===== src/rtl/tlm_pkg.sv =====
// Purpose: shared constants and types for the limit status and diode config bank
// Assumes: one byte-wide register port from the serial protocol engine
// Notes:   offsets are byte register addresses on the serial bus
package tlm_pkg;

  // register addresses
  localparam logic [7:0] ADDR_ALERT_MASK = 8'h1F;  // per-channel alert suppress
  localparam logic [7:0] ADDR_CONSEC     = 8'h22;  // consecutive measurement counts
  localparam logic [7:0] ADDR_BETA1      = 8'h25;  // ext1_beta_config
  localparam logic [7:0] ADDR_BETA2      = 8'h26;  // ext2_beta_config
  localparam logic [7:0] ADDR_IDEAL1     = 8'h27;  // ext1_ideality_factor
  localparam logic [7:0] ADDR_IDEAL2     = 8'h28;  // ext2_ideality_factor
  localparam logic [7:0] ADDR_IDEAL3     = 8'h31;  // ext3_ideality_factor
  localparam logic [7:0] ADDR_IDEAL4     = 8'h39;  // ext4_ideality_factor
  localparam logic [7:0] ADDR_HIGH       = 8'h3A;  // high_limit_flags
  localparam logic [7:0] ADDR_LOW        = 8'h3B;  // low_limit_flags
  localparam logic [7:0] ADDR_THERM      = 8'h3C;  // overtemp_limit_flags

  // channel counts and field layout
  localparam int          NUM_CH        = 5;      // internal plus four external
  localparam int          NUM_BETA      = 2;      // beta logic on ext1 and ext2
  localparam int          NUM_IDEAL     = 4;      // ideality on ext1..ext4
  localparam int          BETA_EN_BIT   = 4;      // auto_beta_on position
  localparam int          BETA_W        = 4;      // beta field width
  localparam int          IDEAL_W       = 6;      // diode_factor_value width
  localparam int          CTHRM_LSB     = 4;      // overtemp_consecutive_count lsb
  localparam int          CTHRM_W       = 3;      // overtemp_consecutive_count width
  localparam int          CNT_W         = 3;      // consecutive counter width
  localparam logic [2:0]  CNT_MAX       = 3'h4;   // longest run that matters

  // reset values
  localparam logic [5:0]  IDEAL_RST     = 6'h12;  // binary 010010
  localparam logic [7:0]  CONSEC_RST    = 8'h70;  // count code 111, rest clear
  localparam logic [4:0]  MASK_RST      = 5'h00;  // nothing suppressed
  localparam logic [3:0]  BETA_RST      = 4'h0;   // beta setting after reset

  // register port request from the protocol engine
  typedef struct packed {
    logic [7:0] addr;   // register address
    logic       wr;     // one-cycle write strobe
    logic       rd;     // one-cycle read strobe
    logic [7:0] wdata;  // write data
  } tlm_reg_req_t;

  // comparison results of one finished measurement
  typedef struct packed {
    logic over_high;   // above high limit
    logic under_low;   // below low limit
    logic over_therm;  // above over-temperature limit
    logic under_hyst;  // below over-temperature limit minus hysteresis
  } tlm_meas_t;

  // count code to number of consecutive measurements, 1..4
  function automatic logic [2:0] tlm_consec_target(input logic [2:0] code);
    logic [2:0] n;
    n = 3'h1;
    case (code)
      3'h0:    n = 3'h1;
      3'h1:    n = 3'h2;
      3'h3:    n = 3'h3;
      3'h7:    n = 3'h4;
      default: n = 3'h1;  // undefined codes act as a single measurement
    endcase
    return n;
  endfunction : tlm_consec_target

endpackage : tlm_pkg


===== src/rtl/tlm_beta_chan.sv =====
// Purpose: auto-beta enable and beta setting of one external diode
// Assumes: auto detector delivers its result with a one-cycle strobe
// Notes:   write data bit 4 decides whether the same write may set beta
`timescale 1ns/100ps
module tlm_beta_chan
  import tlm_pkg::*;
(
  input  wire logic              clk_sys,
  input  wire logic              reset,
  input  wire logic              wr_en,        // host write to this register
  input  wire logic [7:0]        wdata,        // host write data
  input  wire logic              auto_strobe,  // detector has a new setting
  input  wire logic [BETA_W-1:0] auto_value,   // detector's chosen setting
  output logic                   auto_beta_on_r, // auto detection enabled
  output logic [BETA_W-1:0]      beta_r        // setting in effect
);

  // enable bit, written by the host only
  always_ff @(posedge clk_sys) begin
    if (reset) begin
      auto_beta_on_r <= 1'b0;
    end else if (wr_en) begin
      auto_beta_on_r <= wdata[BETA_EN_BIT];
    end
  end

  // beta field: detector owns it while enabled, host otherwise
  always_ff @(posedge clk_sys) begin
    if (reset) begin
      beta_r <= BETA_RST;
    end else if (auto_beta_on_r && auto_strobe) begin
      beta_r <= auto_value;
    end else if (wr_en && !wdata[BETA_EN_BIT] && !auto_beta_on_r) begin
      beta_r <= wdata[BETA_W-1:0];  // host write lands only when auto is off
    end
  end

endmodule : tlm_beta_chan


===== src/rtl/tlm_chan_status.sv =====
// Purpose: high, low and over-temperature flags of one temperature channel
// Assumes: strobe is already qualified for this channel
// Notes:   hardware set wins over a read clear in the same cycle
`timescale 1ns/100ps
module tlm_chan_status
  import tlm_pkg::*;
(
  input  wire logic             clk_sys,
  input  wire logic             reset,
  input  wire logic             present,    // channel exists on this variant
  input  wire logic             strobe,     // measurement finished
  input  wire tlm_meas_t        meas,       // its comparison results
  input  wire logic [CNT_W-1:0] target,     // consecutive count needed
  input  wire logic             clr_high,   // high flags register read
  input  wire logic             clr_low,    // low flags register read
  output logic                  high_r,     // over upper limit flag
  output logic                  low_r,      // under lower limit flag
  output logic                  therm_r     // over-temperature flag
);

  logic [CNT_W-1:0] run_r;    // consecutive over-limit measurements
  logic [CNT_W-1:0] run_inc;  // saturating increment

  assign run_inc = (run_r == CNT_MAX) ? CNT_MAX : run_r + 3'h1;

  // run counter restarts on any measurement that is not over the limit
  always_ff @(posedge clk_sys) begin
    if (reset || !present) begin
      run_r <= '0;
    end else if (strobe) begin
      run_r <= meas.over_therm ? run_inc : '0;
    end
  end

  // high flag: sticky until read
  always_ff @(posedge clk_sys) begin
    if (reset || !present) begin
      high_r <= 1'b0;
    end else if (strobe && meas.over_high) begin
      high_r <= 1'b1;
    end else if (clr_high) begin
      high_r <= 1'b0;
    end
  end

  // low flag: sticky until read
  always_ff @(posedge clk_sys) begin
    if (reset || !present) begin
      low_r <= 1'b0;
    end else if (strobe && meas.under_low) begin
      low_r <= 1'b1;
    end else if (clr_low) begin
      low_r <= 1'b0;
    end
  end

  // over-temperature flag: set after enough runs, cleared by hysteresis
  always_ff @(posedge clk_sys) begin
    if (reset || !present) begin
      therm_r <= 1'b0;
    end else if (strobe && meas.over_therm && run_inc >= target) begin
      therm_r <= 1'b1;
    end else if (strobe && meas.under_hyst) begin
      therm_r <= 1'b0;
    end
  end

endmodule : tlm_chan_status


===== src/rtl/tlm_limit_bank.sv =====
// Purpose: limit status flags, diode beta and ideality configuration registers
// Assumes: protocol engine and measurement logic run on clk_sys
// Notes:   read data appears one cycle after the read strobe
//
// Operation
// - bit 4 enables automatic beta detection
// - beta field reads setting in effect
// - auto mode updates beta, ignores host writes
// - six-bit ideality fields reset to 010010
// - over high limit sets channel high flag
// - reading high flags clears them and summary
// - under low limit sets channel low flag
// - reading low flags clears them and summary
// - over-temperature flag asserts over-temperature output
// - over-temperature flags read-only, not read-cleared
// - flag clears below limit minus hysteresis
// - summary over-temperature set when any flag set
// - summary clears only when all flags clear
// - mask gates alert only, never over-temperature
// - over-temperature needs programmed consecutive measurements
`timescale 1ns/100ps
module tlm_limit_bank
  import tlm_pkg::*;
#(
  parameter int NUM_EXT = 4  // external channels fitted on this variant
)
(
  input  wire logic                            clk_sys,
  input  wire logic                            reset,
  input  wire tlm_reg_req_t                    reg_req,
  output logic [7:0]                           reg_rdata_r,
  input  wire logic                            meas_strobe,
  input  wire logic [2:0]                      meas_chan,
  input  wire tlm_meas_t                       meas,
  input  wire logic [NUM_CH-1:1]               diode_fault,
  input  wire logic [NUM_BETA-1:0]             beta_auto_strobe,
  input  wire logic [NUM_BETA-1:0][BETA_W-1:0] beta_auto_value,
  output logic [NUM_BETA-1:0]                  auto_beta_on,
  output logic [NUM_BETA-1:0][BETA_W-1:0]      beta_setting,
  output logic [NUM_IDEAL-1:0][IDEAL_W-1:0]    diode_factor_value,
  output logic                                 status_high_r,
  output logic                                 status_low_r,
  output logic                                 status_therm_r,
  output logic                                 overtemp_assert_r,
  output logic                                 alert_assert_r
);

  // ideality register addresses, index 0 is ext1
  localparam logic [NUM_IDEAL-1:0][7:0] IDEAL_ADDR =
    {ADDR_IDEAL4, ADDR_IDEAL3, ADDR_IDEAL2, ADDR_IDEAL1};

  // beta register addresses, index 0 is ext1
  localparam logic [NUM_BETA-1:0][7:0] BETA_ADDR = {ADDR_BETA2, ADDR_BETA1};

  // register address compare used by every write decode and the flag-clearing read strobes
  function automatic logic reg_hit(input logic [7:0] addr, input logic [7:0] ref_addr);
    return addr == ref_addr;
  endfunction : reg_hit

  // ------------------------------------------------------------------
  // declarations
  // ------------------------------------------------------------------
  logic [NUM_CH-1:0]     present;          // channel fitted on this variant
  logic [NUM_CH-1:0]     chan_strobe;      // measurement strobe per channel
  logic [NUM_CH-1:0]     high_flags;       // high flags, bit 0 internal
  logic [NUM_CH-1:0]     low_flags;        // low flags, bit 0 internal
  logic [NUM_CH-1:0]     therm_flags;      // over-temperature flags
  logic [NUM_CH-1:0]     high_set;         // high flag set events this cycle
  logic [NUM_CH-1:0]     low_set;          // low flag set events this cycle
  logic [NUM_CH-1:0]     alert_suppress_r; // alert mask, bit 0 internal
  logic [7:0]            consec_r;         // consecutive count register
  logic [CNT_W-1:0]      therm_target;     // decoded count for over-temperature
  logic                  rd_high;          // read of the high flags register
  logic                  rd_low;           // read of the low flags register
  logic [7:0]            rdata_nxt;        // read data before the output flop
  logic [NUM_CH-1:0]     alert_cause;      // unmasked out-of-limit or fault

  // ------------------------------------------------------------------
  // variant and channel decode
  // ------------------------------------------------------------------

  // internal channel always fitted, externals up to NUM_EXT
  generate
    for (genvar c = 0; c < NUM_CH; c++) begin : g_present
      assign present[c] = (c <= NUM_EXT);
    end
  endgenerate

  // route the shared measurement strobe to the channel it belongs to
  generate
    for (genvar c = 0; c < NUM_CH; c++) begin : g_strobe
      assign chan_strobe[c] = meas_strobe && (meas_chan == 3'(c)) && present[c];
    end
  endgenerate

  // read strobes that clear flags
  assign rd_high = reg_req.rd && reg_hit(reg_req.addr, ADDR_HIGH);
  assign rd_low  = reg_req.rd && reg_hit(reg_req.addr, ADDR_LOW);

  // the over-temperature flags have no read side effect

  // decode the programmed consecutive count
  assign therm_target = tlm_consec_target(consec_r[CTHRM_LSB +: CTHRM_W]);

  // ------------------------------------------------------------------
  // per-channel status
  // ------------------------------------------------------------------

  // one flag set per channel, absent channels held clear inside
  generate
    for (genvar c = 0; c < NUM_CH; c++) begin : g_chan
      tlm_chan_status u_status (
        .clk_sys  (clk_sys),
        .reset    (reset),
        .present  (present[c]),
        .strobe   (chan_strobe[c]),
        .meas     (meas),
        .target   (therm_target),
        .clr_high (rd_high),
        .clr_low  (rd_low),
        .high_r   (high_flags[c]),
        .low_r    (low_flags[c]),
        .therm_r  (therm_flags[c])
      );
      assign high_set[c] = chan_strobe[c] && meas.over_high;
      assign low_set[c]  = chan_strobe[c] && meas.under_low;
    end
  endgenerate

  // ------------------------------------------------------------------
  // beta configuration on ext1 and ext2
  // ------------------------------------------------------------------

  // each beta register has its own enable and setting
  generate
    for (genvar b = 0; b < NUM_BETA; b++) begin : g_beta
      tlm_beta_chan u_beta (
        .clk_sys        (clk_sys),
        .reset          (reset),
        .wr_en          (reg_req.wr && reg_hit(reg_req.addr, BETA_ADDR[b])),
        .wdata          (reg_req.wdata),
        .auto_strobe    (beta_auto_strobe[b]),
        .auto_value     (beta_auto_value[b]),
        .auto_beta_on_r (auto_beta_on[b]),
        .beta_r         (beta_setting[b])
      );
    end
  endgenerate

  // ------------------------------------------------------------------
  // ideality factor registers
  // ------------------------------------------------------------------

  // writable six-bit factor, absent channels keep their reset value
  generate
    for (genvar i = 0; i < NUM_IDEAL; i++) begin : g_ideal
      always_ff @(posedge clk_sys) begin
        if (reset) begin
          diode_factor_value[i] <= IDEAL_RST;
        end else if (reg_req.wr && reg_hit(reg_req.addr, IDEAL_ADDR[i])
                     && present[i+1]) begin
          diode_factor_value[i] <= reg_req.wdata[IDEAL_W-1:0];
        end
      end
    end
  endgenerate

  // ------------------------------------------------------------------
  // mask and consecutive count registers
  // ------------------------------------------------------------------

  // alert suppress bits, only fitted channels can be set
  always_ff @(posedge clk_sys) begin
    if (reset) begin
      alert_suppress_r <= MASK_RST;
    end else if (reg_req.wr && reg_hit(reg_req.addr, ADDR_ALERT_MASK)) begin
      alert_suppress_r <= reg_req.wdata[NUM_CH-1:0] & present;
    end
  end

  // consecutive count register, bit 0 unused and held low
  always_ff @(posedge clk_sys) begin
    if (reset) begin
      consec_r <= CONSEC_RST;
    end else if (reg_req.wr && reg_hit(reg_req.addr, ADDR_CONSEC)) begin
      consec_r <= {reg_req.wdata[7:1], 1'b0};
    end
  end

  // ------------------------------------------------------------------
  // summary bits of the main status register
  // ------------------------------------------------------------------

  // summary high: a new event beats a read clear in the same cycle
  always_ff @(posedge clk_sys) begin
    if (reset) begin
      status_high_r <= 1'b0;
    end else if (|high_set) begin
      status_high_r <= 1'b1;
    end else if (rd_high) begin
      status_high_r <= 1'b0;
    end
  end

  // summary low: same treatment as summary high
  always_ff @(posedge clk_sys) begin
    if (reset) begin
      status_low_r <= 1'b0;
    end else if (|low_set) begin
      status_low_r <= 1'b1;
    end else if (rd_low) begin
      status_low_r <= 1'b0;
    end
  end

  // summary over-temperature follows the or of all channel flags
  always_ff @(posedge clk_sys) begin
    if (reset) begin
      status_therm_r <= 1'b0;
    end else begin
      status_therm_r <= |therm_flags;
    end
  end

  // ------------------------------------------------------------------
  // output pins
  // ------------------------------------------------------------------

  // over-temperature output ignores the alert mask
  always_ff @(posedge clk_sys) begin
    if (reset) begin
      overtemp_assert_r <= 1'b0;
    end else begin
      overtemp_assert_r <= |(therm_flags & present);
    end
  end

  // alert causes: high and low flags plus diode faults on external channels
  assign alert_cause = (high_flags | low_flags | {diode_fault, 1'b0})
                       & ~alert_suppress_r & present;

  // alert output from masked causes
  always_ff @(posedge clk_sys) begin
    if (reset) begin
      alert_assert_r <= 1'b0;
    end else begin
      alert_assert_r <= |alert_cause;
    end
  end

  // ------------------------------------------------------------------
  // register read
  // ------------------------------------------------------------------

  // read mux, unmapped addresses and reserved bits read zero
  always_comb begin
    rdata_nxt = 8'h00;
    case (reg_req.addr)
      ADDR_ALERT_MASK: rdata_nxt = {3'h0, alert_suppress_r};
      ADDR_CONSEC:     rdata_nxt = consec_r;
      ADDR_BETA1:      rdata_nxt = {3'h0, auto_beta_on[0], beta_setting[0]};
      ADDR_BETA2:      rdata_nxt = {3'h0, auto_beta_on[1], beta_setting[1]};
      ADDR_IDEAL1:     rdata_nxt = {2'h0, diode_factor_value[0]};
      ADDR_IDEAL2:     rdata_nxt = {2'h0, diode_factor_value[1]};
      ADDR_IDEAL3:     rdata_nxt = {2'h0, diode_factor_value[2]};
      ADDR_IDEAL4:     rdata_nxt = {2'h0, diode_factor_value[3]};
      ADDR_HIGH:       rdata_nxt = {3'h0, high_flags};
      ADDR_LOW:        rdata_nxt = {3'h0, low_flags};
      ADDR_THERM:      rdata_nxt = {3'h0, therm_flags};
      default:         rdata_nxt = 8'h00;
    endcase
  end

  // read data captured on the read strobe and held until the next read
  always_ff @(posedge clk_sys) begin
    if (reset) begin
      reg_rdata_r <= 8'h00;
    end else if (reg_req.rd) begin
      reg_rdata_r <= rdata_nxt;
    end
  end

endmodule : tlm_limit_bank


===== config.mk =====
export PLATFORM = sky130hd
export DESIGN_NAME = tlm_limit_bank
export DESIGN_NICKNAME = d
export VERILOG_FILES = /design/src/rtl/tlm_pkg.sv /design/src/rtl/tlm_beta_chan.sv /design/src/rtl/tlm_chan_status.sv /design/src/rtl/tlm_limit_bank.sv
export SDC_FILE = /design/constraint.sdc
export NUM_CORES = 1
export LEC_CHECK = 0
export BUFFER_PORTS_ARGS = -buffer_cell sky130_fd_sc_hd__buf_2
export CAP_MARGIN = 20
export CELL_PAD_IN_SITES_DETAIL_PLACEMENT = 1
export CELL_PAD_IN_SITES_GLOBAL_PLACEMENT = 1
export CORE_MARGIN = 1.5
export CORE_UTILIZATION = 35
export CTS_BUF_LIST = sky130_fd_sc_hd__clkbuf_2
export DETAILED_ROUTE_END_ITERATION = 7
export PLACE_DENSITY_LB_ADDON = 0.1
export SLEW_MARGIN = 20
export SYNTH_ARGS = -nofsm -noshare
export SYNTH_HDL_FRONTEND = slang
export SYNTH_SLANG_ARGS = --single-unit

===== constraint.sdc =====
create_clock -name clk_sys -period 3.2 [get_ports clk_sys]
set_input_delay 0.16 -clock clk_sys [delete_from_list [all_inputs] [get_ports clk_sys]]
set_output_delay 0.16 -clock clk_sys [all_outputs]
set_load 0.01 [all_outputs]

# ---- Word-level counts from Yosys, hierarchy flattened
# Cells that the tools add are included.
# W data, S select, Z words.
dict set report op_classes {
  addsub 5
  magnitude_cmp 5
  n_eq_ne 23
  muxes 40
  n_bitwise 4
  n_reduce_logical 73
}
# op n
set op_table {}
lappend op_table {{$pmux W8 S11} 1}
lappend op_table {{$eq A8 B6 Y1 const B} 10}
lappend op_table {{$logic_and A1 B1 Y1} 46}
lappend op_table {{$reduce_bool A2 Y1} 19}
lappend op_table {{$mux W3} 10}
lappend op_table {{$mux W1} 24}
lappend op_table {{$eq A3 B3 Y1 const B} 7}
lappend op_table {{$reduce_or A5 Y1} 4}
lappend op_table {{$mux W4} 4}
lappend op_table {{$add A3 B1 Y3 const B} 5}
lappend op_table {{$ge A3 B3 Y1} 5}
lappend op_table {{$or A5 B5 Y5} 2}
lappend op_table {{$eq A3 B2 Y1 const B} 3}
lappend op_table {{$pmux W3 S3} 1}
lappend op_table {{$eq A8 B5 Y1 const B} 1}
lappend op_table {{$eq A3 B1 Y1 const B} 2}
lappend op_table {{$and A5 B5 Y5} 1}
lappend op_table {{$not A5 Y5} 1}
lappend op_table {{$logic_not A1 Y1} 3}
lappend op_table {{$logic_not A3 Y1} 1}
dict set report totals {
  register_bits 88
  inputBits 42
  output_inout_bits 47
  elab_cells 185
}

# ---- Depth between registers and ports, before layout
dict set report logic_depth {
  ltp_word 6
  mapped_depth 10
  depth_no_buf 10
}

# ---- Hierarchy
# Synthesis repeated with hierarchy kept, for this count alone.
dict set report unflattened {
  cells_unflattened 582
  hier_area_um2 4967.3
}
# mod n_inst cells_per_inst area_each_um2 seq_area_each_um2
set modules_own_cells {}
lappend modules_own_cells {tlm_limit_bank 1 321 2687.6 960.9}
lappend modules_own_cells {tlm_chan_status 5 45 367.9 120.1}
lappend modules_own_cells {tlm_beta_chan 2 18 220.2 100.1}

# ---- Worst setup path before layout
# No wires, ideal clock.
dict set report synth_timing {
  path_type {flip-flop to flip-flop}
  from {register g_chan[4].u_status.run_r[0]}
  to {register g_chan[4].u_status.therm_r}
  setup_time_ps 128
  arrival_time_ps 1667
  t_required_ps 3072
  path_slack_ps 1405
  stages_incl_launch_ff 11
  n_path_buf 0
  synth_period_minus_slack_ps 1795
  cell_sequence {dfxtp_1 > inv_1 > ha_1 > nand2_1 > nand2_1 > ha_1 > nand2b_1 > a21o_1 > a21o_1 > a32oi_1 > nor2_1}
}
dict set report synth_via {
  elab_chain_cells 5
  word_cells_on_any_way 7
  classes_between {1 x add/sub; 1 x order compare; 1 x eq/ne; 2 x mux; 2 x reduce/logical}
}
# item line_no
set synth_lines {}
lappend synth_lines {{start: declaration} tlm_chan_status.sv:21} ;# logic [CNT_W-1:0] run_r;
lappend synth_lines {{start signal: assignment} tlm_chan_status.sv:31} ;# run_r <= meas.over_therm ? run_inc : '0;
lappend synth_lines {{$add A3 B1 Y3 / $eq A3 B3 Y1 (equally long branches)} tlm_chan_status.sv:24} ;# assign run_inc = (run_r == CNT_MAX) ? CNT_MAX : run_r + 3'h1;
lappend synth_lines {{$mux W3 *} tlm_chan_status.sv:24}
lappend synth_lines {{$ge A3 B3 Y1 *} tlm_chan_status.sv:61} ;# end else if (strobe && meas.over_therm && run_inc >= target) begin
lappend synth_lines {{$logic_and A1 B1 Y1 *} tlm_chan_status.sv:61}
lappend synth_lines {{$mux W1 / $reduce_bool A2 Y1 (equally long branches)} --}
lappend synth_lines {{end signal: assignment} tlm_chan_status.sv:60} ;# therm_r <= 1'b0;
lappend synth_lines {{end signal: assignment} tlm_chan_status.sv:62} ;# therm_r <= 1'b1;
lappend synth_lines {{end signal: assignment} tlm_chan_status.sv:64} ;# therm_r <= 1'b0;
lappend synth_lines {{end: declaration} tlm_chan_status.sv:18} ;# output logic therm_r
# Mark *: on every way between the ends. The rest lies on a longest branch, timed or not.
# A chain may end at the register's enable or synchronous reset.

# ---- Worst setup path after layout
dict set report layout_timing {
  from {input reg_req[14] (netlist name)}
  to {register g_beta[1].u_beta.beta_r[1]}
}
dict set report layout_via {
  elab_chain_cells 5
}
# item line_no
set layout_lines {}
lappend layout_lines {{start: declaration} tlm_limit_bank.sv:30} ;# input wire tlm_reg_req_t reg_req,
lappend layout_lines {{$eq A8 B6 Y1} tlm_limit_bank.sv:57} ;# return addr == ref_addr;
lappend layout_lines {{$logic_and A1 B1 Y1} tlm_limit_bank.sv:140} ;# .wr_en (reg_req.wr && reg_hit(reg_req.addr, BETA_ADDR[b])),
lappend layout_lines {{$logic_and A1 B1 Y1 (2 in series)} tlm_beta_chan.sv:33} ;# end else if (wr_en && !wdata[BETA_EN_BIT] && !auto_beta_on_r) begin
lappend layout_lines {{$reduce_bool A2 Y1 (no source line)} --}
lappend layout_lines {{end signal: assignment} tlm_beta_chan.sv:32} ;# beta_r <= auto_value;
lappend layout_lines {{end signal: assignment} tlm_beta_chan.sv:34} ;# beta_r <= wdata[BETA_W-1:0];
lappend layout_lines {{end: declaration} tlm_beta_chan.sv:15} ;# output logic [BETA_W-1:0] beta_r
# Every way passes these cells.

==> qor.txt <==
CTS Hold Buffers Added -> 51
Worst-Skew Late Latency -> 0.62 ns
Most frequent cell on the critical path -> dlygate4sd3_1
# DRC -> 0
Setup violations, final -> 0
H-tree Lvls -> 3
Cell Area, Synth -> 4705 um^2
Slowest Stage Delay on Critical Path -> 0.59 ns
DP HPWL -> 11970 um
Area grow syn2layout -> 24.12%
Total power -> 1.836 mW
Routed WL -> 16800 um
Worst hold path class -> input pin to register
Max Fanout on Critical Path -> 8
Layout Cells excl Fill -> 865
Die Ht -> 118.9 um
Die Area -> 14150 um^2
Mapped Cells -> 563
Status -> complete, no violations
Max rail drop VDD -> 0.0001724 V
Share of cells above drive strength 1 -> 17.90%
Worst path cell trace -> dlygate4sd3_1 -> buf_2 -> nor4bb_1 -> buf_4 -> and4_1 -> a32oi_1 -> dlygate4sd3_1 -> a21oi_1 -> dlygate4sd3_1
Antenna violations before repair -> 1
Post-synth ARST share -> 0%
Slew at the pin closest to its max-slew limit -> 0.8502 ns
Vias per cell -> 5.431
Max cap viols -> 0
PwrDens -> 314.4 nW/um^2
Post-DP Area -> 5235 um^2
Post-synth EDFFs -> 0
Nets -> 749
Req. time, crit path -> 3.75 ns
Row count -> 42
Post-synth cell types -> 55
Fin. Hold Viols -> 0
Gpl congestion -> 0.8568
Critical path's slowest cell -> dlygate4sd3_1
Sequential area share after synthesis -> 37.45%
Setup_tns -> 0 ns
Worst-path clk slew -> 0.24 ns
Worst hold slack -> 0.04814 ns
M1 GR Usage -> 31.22%
Clock Skew -> 0.05632 ns
Max-slew violations -> 0
Pre-antenna DRT Iters -> 4
Fin area -> 5839 um^2
IO buf count -> 88
Dpl ws -> 0.9803 ns
GRT Resource Usage Total -> 24.09%
Ys Warns -> 0
Clk buf depth -> 2
Clk root buf -> clkbuf_2
Worst setup EP type -> register
Vias in the first global route -> 4829
Clk sinks -> 88
Critical path data arrival time -> 3.06 ns
CTS tree -> built
Chip Width -> 118.9 um
TritonCTS buffer count -> 9
Largest net degree at the start of global routing -> 43
Post-route core utilization -> 44.27%
Core Area -> 13190 um^2
Final worst slack -> 0.6903 ns
Max_slew headroom -> 43.32%
RSZ-0062 raised after global routing -> false
GR Overflow Total -> 0
WP buf/inv -> 5
Seq cells post-synth -> 88
GRT met2 Usage -> 40.33%
Post-layout min period -> 2.510 ns
First-pass GRT wire length -> 26320 um
1st-iter DRT viols -> 288
IO Count -> 89
Static leakage -> 2.424 nW
Routed len/inst -> 19.42 um
Gr busiest metal -> met2
Setup Crit Path Kind -> input pin to register
Antenna Nets Post-Route -> 0
Met3 Resource Use GR -> 3.640%
Main flop type after synthesis -> dfxtp_1
Dpl cells -> 796
Crit path launch type -> input pin
Post-CTS setup buffers -> 0
Maximum operating frequency -> 0.3984 GHz
Initial cell density of the core -> 35.67%
Mean Syn Cell Area -> 8.356 um^2
Final period utilization -> 78.43%
Cell family with most CP delay -> buffers and inverters
PostCTS Resize Cnt -> 0
Routed via count -> 4698
Synthesized net count -> 630
==> worst paths after layout <==
check / from / cells past startpoint / slack, ns / endpoint
min: meas_strobe / 4 / 0.05 / g_chan[4].u_status.run_r[2]
min reg2reg: reg_rdata_r[6] / 2 / 0.47 / reg_rdata_r[6]
max reg2reg: g_beta[1].u_beta.auto_beta_on_r / 6 / 0.79 / g_beta[1].u_beta.beta_r[3]
max: reg_req[14] / 9 / 0.69 / g_beta[1].u_beta.beta_r[1]
==> Yosys cell counts (2+ instances only) <==
master | number | share of area (%)
dfxtp_1 | 88 | 37
nand2_1 | 73 | 5.8
nor2_1 | 73 | 5.8
a21oi_1 | 43 | 4.6
nand3_1 | 33 | 3.5
ha_1 | 25 | 6.6
a22oi_1 | 23 | 3.7
clkbuf_1 | 23 | 1.8
mux2i_1 | 23 | 4.9
inv_1 | 15 | 1.2
a32oi_1 | 11 | 2.0
nand2b_1 | 10 | 1.3
buf_2 | 8 | 0.85
nor2b_1 | 8 | 1.1
nor3_1 | 8 | 0.85
a211o_1 | 7 | 1.3
a211oi_1 | 6 | 0.96
nand4_1 | 6 | 0.80
o22ai_1 | 6 | 0.80
mux2_2 | 5 | 1.2
a21o_1 | 4 | 0.64
a32o_1 | 4 | 0.85
and2_1 | 4 | 0.53
and4_1 | 4 | 0.74
buf_4 | 4 | 0.64
nand3b_1 | 4 | 0.64
nor3b_1 | 4 | 0.64
a221oi_1 | 3 | 0.56
a22o_1 | 3 | 0.56
o211ai_1 | 3 | 0.48
a31oi_1 | 2 | 0.27
and2b_1 | 2 | 0.32
and3_1 | 2 | 0.27
and3b_1 | 2 | 0.37
and4b_1 | 2 | 0.43
nor4b_4 | 2 | 1.0
o21ai_0 | 2 | 0.21
==> worst reg2reg max path: cells and delay by family (launching register included) <==
kind | cells | cell delay, ns
and+or+nand+nor | 2 | 0.34
buffers and inverters | 2 | 1.16
DFF | 1 | 0.57
AOI/OAI and AO/OA | 2 | 0.27
==> flip-flops by register name, summed over array words and instances (netlist names), 2 cells and up <==
| signal | flops |
|---|---|
| g_beta.u_beta.beta_r | 8 |
| g_chan.u_status.run_r | 15 |
| consec_r | 7 |
| diode_factor_value | 24 |
| alert_suppress_r | 5 |
| g_chan.u_status.therm_r | 5 |
| reg_rdata_r | 8 |
| g_chan.u_status.low_r | 5 |
| g_chan.u_status.high_r | 5 |
| g_beta.u_beta.auto_beta_on_r | 2 |
==> cell type report <==
class | count | area (um^2)
Clock buffer | 9 | 45.04
Clock inverter | 7 | 38.79
Timing Repair Buffer | 144 | 988.4
Tap cell | 176 | 220.2
Multi-Input combinational cell | 424 | 2724
Fill cell | 1593 | 7351
Sequential cell | 88 | 1762
Antenna cell | 2 | 5.005
Inverter | 15 | 56.30
==> logic make-up after synthesis <==
kind of cell / count (synthesis) / share of synthesized area, %
adder cells (fa/ha/maj): 25 / 6.649
buffers and inverters: 51 / 4.761
multiplexers: 28 / 6.090
AND/OR/NAND/NOR: 244 / 25.66
AO/OA/AOI/OAI: 126 / 19.20
XOR/XNOR: 1 / 0.1862
flip-flops: 88 / 37.45
==> cell usage in the layout (no fill, tap or decap), types with 5 or more instances in the layout <==
cell type / instances
dfxtp_1: 88
buf_2: 88
nand2_1: 73
nor2_1: 73
dlygate4sd3_1: 51
a21oi_1: 43
nand3_1: 33
ha_1: 25
a22oi_1: 23
mux2i_1: 23
inv_1: 15
a32oi_1: 11
nand2b_1: 10
clkbuf_2: 9
nor2b_1: 8
nor3_1: 8
a211o_1: 7
a211oi_1: 6
nand4_1: 6
o22ai_1: 6
mux2_2: 5
buf_4: 5
==> routing by layer <==
metal / vias up / share of wire (%)
li1: 2262 / -
met1: 2303 / 46
met2: 110 / 48
met3: 23 / 3.5
met4: 0 / 2.1
met5: - / 0
==> report_power, final <==
group	leakage [nW]	total, mW	internal [mW]	switching, mW
sequential	0.711	1.11	1.11	0.00627
combinational	1.66	0.220	0.0841	0.135
clock	0.0565	0.502	0.0944	0.407
No activity file was read; power rests on OpenSTA's default activity.
